**src/pkg/opsh_pkg.sv**
```systemverilog
// Shared constants and types of the one-shot pulse block
package opsh_pkg;

  // Register byte offsets
  localparam logic [7:0] OPSH_TRIG_OFS   = 8'h00;
  localparam logic [7:0] OPSH_OUTCTL_OFS = 8'h04;
  localparam logic [7:0] OPSH_WIDTH_OFS  = 8'h08;
  localparam logic [7:0] OPSH_STATUS_OFS = 8'h0c;

  // Field positions
  localparam int OPSH_DLY_TRIG_BIT = 0;
  localparam int OPSH_WID_TRIG_BIT = 1;
  localparam int OPSH_DRIVE_EN_BIT = 0;
  localparam int OPSH_SW_LEVEL_BIT = 1;

  // Reset values
  localparam logic        OPSH_DRIVE_EN_RST = 1'b0;
  localparam logic        OPSH_SW_LEVEL_RST = 1'b0;
  localparam logic [15:0] OPSH_WIDTH_RST    = 16'h0000;

  // Timing: core clock and counter clock, in kHz
  localparam int OPSH_CORE_KHZ = 200000;
  localparam int OPSH_TICK_KHZ = 32000;
  localparam logic [7:0] OPSH_ACC_STEP = 8'(OPSH_TICK_KHZ / 1000);
  localparam logic [7:0] OPSH_ACC_WRAP = 8'(OPSH_CORE_KHZ / 1000);

  // Width channel states
  typedef enum logic [2:0] {
    OPSH_W_IDLE  = 3'b001,
    OPSH_W_ARMED = 3'b010,
    OPSH_W_RUN   = 3'b100
  } opsh_wstate_t;

  // Status word layout
  typedef struct packed {
    logic [15:0] count;
    logic [11:0] zero;
    logic        pin;
    logic        running;
    logic        width_en;
    logic        delay_en;
  } opsh_status_t;

endpackage
```
**src/design/opsh_top.sv**
```systemverilog
// One-shot pulse generator: delay channel, width channel, APB registers
// Behaviour
// [RULE1] Both start bits written together start pulse
// [RULE2] Delay channel fires immediately, no delay; the code waits for the next tick, up to 7 cycles after the trigger
// [RULE3] Delay channel stops until next trigger
// [RULE4] Delay done starts width channel, pin high
// [RULE5] Width elapsed: interrupt, pin low till next
// [RULE6] Software loads width count register
// [RULE7] Channels count at 32 MHz tick
// [RULE8] Software unmasks delay interrupt, then triggers; the block has no interrupt mask, the delay irq always reaches its output
// [RULE9] Drive enable selects timer wave, else software
// [RULE10] Trigger bit one sets enabled flag
// [RULE11] Pin rests low before first trigger
`timescale 1ns/1ps
`default_nettype none

module opsh_top
  import opsh_pkg::*;
#(
  parameter int WIDTH_BITS = 16
)
(
  // Clock and reset
  input  wire logic        i_core_clk,
  input  wire logic        i_reset_n,
  // APB slave
  input  wire logic        i_psel,
  input  wire logic        i_penable,
  input  wire logic        i_pwrite,
  input  wire logic [7:0]  i_paddr,
  input  wire logic [31:0] i_pwdata,
  output var  logic [31:0] o_prdata,
  output var  logic        o_pready,
  output var  logic        o_pslverr,
  // Pulse pin and events
  output var  logic        o_pulse_output_pin,
  output var  logic        o_delay_channel_done_irq,
  output var  logic        o_width_channel_done_irq
);

  logic [7:0]            acc_reg;
  logic                  tick;
  logic                  delay_en_reg;
  opsh_wstate_t          wstate_reg;
  logic [WIDTH_BITS-1:0] count_reg;
  logic [WIDTH_BITS-1:0] width_count_value_reg;
  logic                  wave_reg;
  logic                  drive_en_reg;
  logic                  sw_level_reg;
  logic                  wr_en;
  logic                  setup;
  logic                  delay_fire;
  logic                  width_end;
  opsh_status_t          status;

  function automatic logic hit(input logic [7:0] a, input logic [7:0] ofs);
    hit = (a == ofs);
  endfunction

  assign setup = i_psel && !i_penable;
  assign wr_en = i_psel && i_penable && o_pready && i_pwrite;

  // Fractional divider: 32 MHz enable from 200 MHz, no integer ratio
  always_ff @(posedge i_core_clk)
  begin
    if (!i_reset_n)
    begin
      acc_reg <= 8'h00;
      tick    <= 1'b0;
    end
    else if (acc_reg + OPSH_ACC_STEP >= OPSH_ACC_WRAP)
    begin
      acc_reg <= acc_reg + OPSH_ACC_STEP - OPSH_ACC_WRAP; // [RULE7]
      tick    <= 1'b1;
    end
    else
    begin
      acc_reg <= acc_reg + OPSH_ACC_STEP;
      tick    <= 1'b0;
    end
  end

  assign delay_fire = delay_en_reg && tick;
  assign width_end  = (wstate_reg == OPSH_W_RUN) && tick &&
                      (count_reg <= WIDTH_BITS'(1));

  // Delay channel: one-count, fires on the next tick
  always_ff @(posedge i_core_clk)
  begin
    if (!i_reset_n)
      delay_en_reg <= 1'b0;
    else if (wr_en && hit(i_paddr, OPSH_TRIG_OFS) && i_pwdata[OPSH_DLY_TRIG_BIT])
      delay_en_reg <= 1'b1; // [RULE10] [RULE1]
    else if (delay_fire)
      delay_en_reg <= 1'b0; // [RULE3]
  end

  always_ff @(posedge i_core_clk)
  begin
    if (!i_reset_n)
      o_delay_channel_done_irq <= 1'b0;
    else
      o_delay_channel_done_irq <= delay_fire; // [RULE2]
  end

  // Width channel
  always_ff @(posedge i_core_clk)
  begin
    if (!i_reset_n)
    begin
      wstate_reg <= OPSH_W_IDLE;
      count_reg  <= '0;
      wave_reg   <= 1'b0; // [RULE11]
    end
    else
    begin
      unique case (wstate_reg)
        OPSH_W_IDLE:
        begin
          if (wr_en && hit(i_paddr, OPSH_TRIG_OFS) && i_pwdata[OPSH_WID_TRIG_BIT])
            wstate_reg <= OPSH_W_ARMED; // [RULE10] [RULE1]
        end
        OPSH_W_ARMED:
        begin
          if (delay_fire)
          begin
            wstate_reg <= OPSH_W_RUN; // [RULE4]
            count_reg  <= width_count_value_reg;
            wave_reg   <= 1'b1;
          end
        end
        OPSH_W_RUN:
        begin
          if (width_end)
          begin
            wstate_reg <= OPSH_W_ARMED; // [RULE5]
            wave_reg   <= 1'b0;
          end
          else if (tick)
            count_reg <= count_reg - WIDTH_BITS'(1);
        end
        default:
        begin
          wstate_reg <= OPSH_W_IDLE;
          wave_reg   <= 1'b0;
        end
      endcase
    end
  end

  always_ff @(posedge i_core_clk)
  begin
    if (!i_reset_n)
      o_width_channel_done_irq <= 1'b0;
    else
      o_width_channel_done_irq <= width_end; // [RULE5]
  end

  // Output control register
  always_ff @(posedge i_core_clk)
  begin
    if (!i_reset_n)
    begin
      drive_en_reg <= OPSH_DRIVE_EN_RST;
      sw_level_reg <= OPSH_SW_LEVEL_RST;
    end
    else if (wr_en && hit(i_paddr, OPSH_OUTCTL_OFS))
    begin
      drive_en_reg <= i_pwdata[OPSH_DRIVE_EN_BIT];
      // Level write is ignored while the timer owns the pin
      if (!drive_en_reg)
        sw_level_reg <= i_pwdata[OPSH_SW_LEVEL_BIT]; // [RULE9]
    end
  end

  always_ff @(posedge i_core_clk)
  begin
    if (!i_reset_n)
      width_count_value_reg <= WIDTH_BITS'(OPSH_WIDTH_RST);
    else if (wr_en && hit(i_paddr, OPSH_WIDTH_OFS))
      width_count_value_reg <= i_pwdata[WIDTH_BITS-1:0]; // [RULE6]
  end

  // Pin lags the wave by one cycle so it leaves a flop
  always_ff @(posedge i_core_clk)
  begin
    if (!i_reset_n)
      o_pulse_output_pin <= 1'b0; // [RULE11]
    else
      o_pulse_output_pin <= drive_en_reg ? wave_reg : sw_level_reg; // [RULE9]
  end

  // APB answer: one wait-free access phase after setup
  always_comb
  begin
    status          = '0;
    status.count    = 16'(count_reg);
    status.pin      = o_pulse_output_pin;
    status.running  = (wstate_reg == OPSH_W_RUN);
    status.width_en = (wstate_reg != OPSH_W_IDLE);
    status.delay_en = delay_en_reg;
  end

  always_ff @(posedge i_core_clk)
  begin
    if (!i_reset_n)
    begin
      o_pready  <= 1'b0;
      o_pslverr <= 1'b0;
      o_prdata  <= 32'h0000_0000;
    end
    else
    begin
      o_pready  <= setup;
      o_pslverr <= setup && !(hit(i_paddr, OPSH_TRIG_OFS) ||
                   hit(i_paddr, OPSH_OUTCTL_OFS) ||
                   hit(i_paddr, OPSH_WIDTH_OFS) ||
                   hit(i_paddr, OPSH_STATUS_OFS));
      o_prdata  <= 32'h0000_0000;
      if (setup && !i_pwrite)
      begin
        if (hit(i_paddr, OPSH_OUTCTL_OFS))
          o_prdata <= {30'h0, sw_level_reg, drive_en_reg};
        else if (hit(i_paddr, OPSH_WIDTH_OFS))
          o_prdata <= 32'(width_count_value_reg);
        else if (hit(i_paddr, OPSH_STATUS_OFS))
          o_prdata <= status;
      end
    end
  end

  // Checks
  property p_both_start;
    @(posedge i_core_clk) disable iff (!i_reset_n)
    (wr_en && hit(i_paddr, OPSH_TRIG_OFS) && i_pwdata[1:0] == 2'b11 &&
     wstate_reg == OPSH_W_IDLE)
    |=> delay_en_reg && wstate_reg == OPSH_W_ARMED;
  endproperty
  a_both_start: assert property (p_both_start) else $error("start failed"); // [RULE1]

  property p_zero_delay;
    @(posedge i_core_clk) disable iff (!i_reset_n)
    $rose(delay_en_reg) |-> ##[1:8] o_delay_channel_done_irq;
  endproperty
  a_zero_delay: assert property (p_zero_delay) else $error("delay late"); // [RULE2]

  property p_delay_stops;
    @(posedge i_core_clk) disable iff (!i_reset_n)
    o_delay_channel_done_irq && !$past(wr_en) |-> !delay_en_reg;
  endproperty
  a_delay_stops: assert property (p_delay_stops) else $error("delay runs"); // [RULE3]

  property p_width_start;
    @(posedge i_core_clk) disable iff (!i_reset_n)
    (delay_fire && wstate_reg == OPSH_W_ARMED)
    |=> wave_reg && wstate_reg == OPSH_W_RUN
        && count_reg == $past(width_count_value_reg);
  endproperty
  a_width_start: assert property (p_width_start) else $error("no start"); // [RULE4]

  property p_width_end;
    @(posedge i_core_clk) disable iff (!i_reset_n)
    o_width_channel_done_irq |-> !wave_reg && wstate_reg == OPSH_W_ARMED
                                 && $past(count_reg) <= WIDTH_BITS'(1);
  endproperty
  a_width_end: assert property (p_width_end) else $error("bad end"); // [RULE5]

  property p_tick_rate;
    @(posedge i_core_clk) disable iff (!i_reset_n)
    tick |=> !tick [*5];
  endproperty
  a_tick_rate: assert property (p_tick_rate) else $error("tick fast"); // [RULE7]

  property p_pin_source;
    @(posedge i_core_clk) disable iff (!i_reset_n)
    $past(drive_en_reg) |-> o_pulse_output_pin == $past(wave_reg);
  endproperty
  a_pin_source: assert property (p_pin_source) else $error("pin wrong"); // [RULE9]

  property p_sw_ignored;
    @(posedge i_core_clk) disable iff (!i_reset_n)
    drive_en_reg |=> sw_level_reg == $past(sw_level_reg);
  endproperty
  a_sw_ignored: assert property (p_sw_ignored) else $error("sw write"); // [RULE9]

  property p_trig_flag;
    @(posedge i_core_clk) disable iff (!i_reset_n)
    (wr_en && hit(i_paddr, OPSH_TRIG_OFS) && i_pwdata[OPSH_WID_TRIG_BIT])
    |=> wstate_reg != OPSH_W_IDLE;
  endproperty
  a_trig_flag: assert property (p_trig_flag) else $error("flag lost"); // [RULE10]

  property p_rest_low;
    @(posedge i_core_clk) disable iff (!i_reset_n)
    wstate_reg != OPSH_W_RUN |-> !wave_reg;
  endproperty
  a_rest_low: assert property (p_rest_low) else $error("pin high"); // [RULE11]

endmodule

`default_nettype wire

```
**config.mk**
```make
export PLATFORM = sky130hd
export DESIGN_NAME = opsh_top
export DESIGN_NICKNAME = d
export VERILOG_FILES = /design/src/pkg/opsh_pkg.sv /design/src/design/opsh_top.sv
export SDC_FILE = /design/constraint.sdc
export NUM_CORES = 1
export LEC_CHECK = 0
export CELL_PAD_IN_SITES_DETAIL_PLACEMENT = 1
export CELL_PAD_IN_SITES_GLOBAL_PLACEMENT = 1
export CORE_ASPECT_RATIO = 1.5
export CORE_MARGIN = 4
export CORE_UTILIZATION = 30
export DETAILED_ROUTE_END_ITERATION = 10
export DONT_BUFFER_PORTS = 1
export GPL_TIMING_DRIVEN = 1
export PLACE_DENSITY_LB_ADDON = 0.1
export SETUP_SLACK_MARGIN = 0.15
export SLEW_MARGIN = 15
export SYNTH_ARGS = -nofsm -noshare
export SYNTH_HDL_FRONTEND = slang
export SYNTH_SLANG_ARGS = --single-unit
```
**constraint.sdc**
```tcl
create_clock -name i_core_clk -period 4.35 [get_ports i_core_clk]
set_input_delay 0.2175 -clock i_core_clk [delete_from_list [all_inputs] [get_ports i_core_clk]]
set_output_delay 0.2175 -clock i_core_clk [all_outputs]
set_load 0.01 [all_outputs]
```
# Word level (Yosys, flattened, before mapping)
# Index checks and enable logic that the tools add are counted.
# W data, S select, Z words.
totals:
  register_bits: 85
  inputBits: 45
  output_inout_bits: 37
classes:
  n_addsub: 3
  magnitude_cmp: 2
  n_eq_ne: 12
  mux: 19
  bitwise: 5
  reduce_logical: 30
op_table:
  columns: ["cell", "count"]
  rows:
  - ["$mux W16", 4]
  - ["$pmux W16 S2", 1]
  - ["$eq A8 B4 Y1 const B", 2]
  - ["$le A16 B1 Y1 const B", 1]
  - ["$sub A16 B1 Y16 const B", 1]
  - ["$logic_and A1 B1 Y1", 14]
  - ["$ne A2 B2 Y1 const B", 5]
  - ["$mux W3", 3]
  - ["$pmux W3 S3", 1]
  - ["$add A8 B6 Y8 const B", 1]
  - ["$eq A8 B3 Y1 const B", 1]
  - ["$ge A8 B8 Y1 const B", 1]
  - ["$logic_not A8 Y1", 1]
  - ["$mux W8", 1]
  - ["$sub A8 B8 Y8 const B", 1]
  - ["$mux W1", 6]
  - ["$reduce_and A3 Y1", 2]
  - ["$not A1 Y1", 5]
  - ["$reduce_or A5 Y1", 1]
  - ["$mux W4", 1]
  - ["$reduce_and A2 Y1", 2]
  - ["$reduce_and A4 Y1", 1]
  - ["$reduce_bool A2 Y1", 2]
  - ["$eq A3 B1 Y1 const B", 1]
  - ["8 further kinds", 12]

# Depth between registers and ports, before layout
depth:
  ltp_word: 7
  mapped_depth: 8
  mapped_depth_nobuf: 7

# Least setup slack after synthesis
# OpenSTA, ideal clock, no wires.
synth_timing:
  path_kind: "reg2reg"
  from: "reg count_reg[0]"
  to: "reg count_reg[6]"
  setup_time_ns: 0.132
  arrival_time_ns: 1.657
  slack_ns: 2.561
  stages_incl_launch_ff: 8
  period_less_slack_ns: 1.789
  path_cell_list: "dfxtp_1 inv_1 ha_1 or3b_1 clkbuf_1 or3_1 a21oi_1 o32ai_1"
synth_via:
  elab_chain_len: 4
  word_cells_on_any_way: 8
synth_rtl:
  columns: ["item", "line", "source"]
  rows:
  - ["start, declared", "opsh_top.sv:45", "logic [WIDTH_BITS-1:0] count_reg;"]
  - ["start signal, assigned", "opsh_top.sv:128", "count_reg <= width_count_value_reg;"]
  - ["start signal, assigned", "opsh_top.sv:140", "count_reg <= count_reg - WIDTH_BITS'(1);"]
  - ["$sub A16 B1 Y16 or $le A16 B1 Y1 (tied branches)", "opsh_top.sv:140, opsh_top.sv:85", null]
  - ["$mux W16 or $logic_and A1 B1 Y1 (tied branches)", "opsh_top.sv:139, opsh_top.sv:84", null]
  - ["$mux W16 or $ne A2 B2 Y1 (tied branches)", null, null]
  - ["$pmux W16 S2 or $reduce_and A4 Y1 (tied branches)", null, null]
# Parallel ways exist; a longest one is shown, timed or not. The select of a mux whose other input is x is not followed.
# A chain may end at the register's enable or synchronous reset.

# Worst setup path in the final report
layout_timing:
  from: "reg count_reg[0]"
  to: "reg count_reg[15]"
# Same word-level chain as after synthesis.

==> results.md <==
* Status: finished, final reports clean
* Final Util at 35.2%
* Avg Cell Area, Syn at 9.18 µm²
* Vias in the first global route at 2793
* Share of layout cells above drive strength 1 at 8.47%
* Final #Nets at 425
* Max cap viols at 0
* Main combinational cell family by area after synthesis: simple AND/OR/NAND/NOR gates
* GR Util met1 at 17.1%
* Wire per inst at 18.1 µm
* Worst Max-Slew Pin Slew at 1.01 ns
* Total die area at 13400 µm²
* Synth Flop Type: dfxtp_1
* Highest-count cells in the layout ignoring fill and taps: dfxtp_1, nor2_1, and2_1
* Final worst-path cycle share at 55.2%
* CTS tree: done
* Power Dens Cells at 431 nW/µm²
* CP max stage cell: o31ai_4
* Final wirelength at 9510 µm
* Met2 Usage GRT at 27.0%
* Tot GR Track Use at 15.1%
* Net Sw Frac at 22.9%
* CTS buffer count at 9
* Synth Area in Compound Gates at 14.3%
* Crit Path Class: flip-flop to flip-flop
* Critical Path Start Type: flip-flop
* Critical Path RT at 4.57 ns
* P_int at 1.31 mW
* Critical Path Sink Type: flip-flop
* Data arrival, critical path at 2.62 ns
* Post-Synth Simple-Gate Area at 25.0%
* Max Clk Rate at 417 MHz
* Top-Level Pins at 82
* Die width at 95.7 µm
* Switching Power at 0.387 mW
* Synth Instances at 377
* Leakage Power at 1.57 nW
* Reg clk slew, reported paths at 0.06 ns
* CP Max Fanout at 16
* M3 GR Usage at 3.73%
* Final Skew at 0.00996 ns
* PortBufs at 0
* Post-synth EDFFs at 0
* Top post-synthesis cells by area: dfxtp_1, nor2_1, mux2i_1
* H-tree lvl count at 3
* DP HPWL at 6660 µm
* Max reg flops at 32
* Fill cells at 1298
* Core Area at 11200 µm²
* RSZ-0062 raised after global routing: no
* CP cell instances: inv_1 -> ha_1 -> o2111ai_2 -> o31ai_4 -> buf_6 -> a21oi_1 -> o221a_1
* Post-synthesis sequential area ratio at 47.4%
* Site row count at 47
* Largest net degree at the start of global routing at 32
* Clock share of power at 50.2%
* CP max stage delay at 0.65 ns
* Max clock buf depth at 2
* Via count at 2639
* Syn Nets at 429
* Routed Antenna Nets at 0
* Relative slew slack at 32.4%
* Routability congestion estimate at 0.756
* DR vias/cell at 5.03
* Yosys reg bits at 82
* Hold Fails Final Rpt at 0
* Drt pass-1 iters at 4
* DRC at 0
* Post-Synthesis Cell Area at 3460 µm²
* Hold Crit Class: input pin to flip-flop
* Fin crit period at 2.40 ns
* Die height at 140 µm
* Initial antenna violation count at 0
* Fraction of registers with async set/reset at 0%
* Largest area contributor in the netlist: dfxtp_1
* Multiplexer area fraction after synthesis at 5.82%
* Combinational share of power at 4.2%
* Adder-Cell Fraction of Synth Area at 2.53%
* Setup_tns at 0 ns
* Synth-to-Final Area Change at 13.6%
* CTS Sinks at 82
* Synth Area in XOR/XNOR at 1.01%
* Count of final setup violators at 0
* Max-slew violation count at 0
* VDD IR max at 0.220 mV
* Cell variety after synth at 57
* Clock latency on the worst-skew pair at 0.34 ns
* Most Used Layer, Global Route: met2
* Initial DRC count at 59
* ANT cells at 0
* Synth top area share at 47.4%
* GR Overflow Total at 0
* Register share of total power at 45.6%
* First-pass GRT wire length at 15200 µm
* Initial Util at 31.0%
* Most common cell after layout, fill and taps aside: dfxtp_1
* Clk root buf: clkbuf_16
* Syn. warnings at 0
-- path summary, 6_finish.rpt --
check	start	to	slack [ns]	cells after the start
worst max-delay path	count_reg[0]	count_reg[15]	1.95	7
worst min-delay path	i_reset_n	wstate_reg[1]	0.02	1
worst max register to register	count_reg[0]	count_reg[15]	1.95	7
worst min register to register	count_reg[11]	o_prdata[27]	0.50	1
-- synthesized netlist by cell type (6+ instances only) --
master     n
nand2_1   24
ha_1       7
a22oi_1    6
inv_1     10
a21oi_1   23
clkbuf_1  11
mux2i_1   19
dfxtp_1   82
o21ai_0   12
and2_1    26
nand2b_1   8
nor3_1     9
nor2_1    52
-- metal layers --
metal,up-vias,wire (µm)
li1,1305,-
met3,9,292
met1,1283,3830
met5,-,0
met2,42,5260
met4,0,123
-- cell families after synthesis --
group,Yosys count
XOR/XNOR,4
buffers and inverters,31
adder cells (fa/ha/maj),7
flip-flops,82
AND/OR/NAND/NOR,159
AO/OA/AOI/OAI,74
multiplexers,20
-- power groups by stage --
stage               clock (mW)  sequential [mW]  combinational, mW
global route             0.919            0.774             0.0830
detailed placement           0            0.790             0.0707
finish                   0.850            0.772             0.0707
floorplan                    0            0.787             0.0587
global placement             0            0.790             0.0699
CTS                      0.882            0.773             0.0729
-- area by class of cell --
type	count	area, µm²	area share (%)
clock buffers	9	225	5.73
clock inverters	7	106	2.71
inverters	11	41.3	1.05
multi-input cells	264	1690	42.9
flip-flops and latches	82	1640	41.8
well taps	147	184	4.68
repair buffers	5	46.3	1.18
-- what timing repair did --
| item | 4_1_cts | 5_1_grt |
|---|---|---|
| endpoints found under the setup margin | 0 | 0 |
| setup buffers | 0 | 0 |
| hold buffers | 2 | 0 |
| hold endpoints to repair | 2 | 0 |
| gates resized for setup | 0 | 0 |
-- stage by stage --
step | power (mW) | std cells | area (µm²) | setup WS [ns] | hold WS, ns
after detailed placement | 0.861 | 506 | 3570 | 1.76 | 0.317
after floorplan | 0.846 | 377 | 3460 | 2.56 | 0.354
final | 1.69 | 525 | 3930 | 1.95 | 0.0189
after CTS | 1.73 | 524 | 3920 | 1.73 | 0.00101
after global routing | 1.78 | 525 | 3930 | 1.78 | 0.00350
after global placement | 0.860 | 506 | 3570 | 1.78 | 0.312
-- worst max-delay path, delay by kind of cell (launching register included) --
family / cells / cell delay (ns)
adder cells (fa/ha/maj): 1 / 0.27
AO/OA/AOI/OAI: 4 / 1.20
buffers and inverters: 2 / 0.41
flip-flops: 1 / 0.39
No activity file was read; power rests on OpenSTA's default activity.
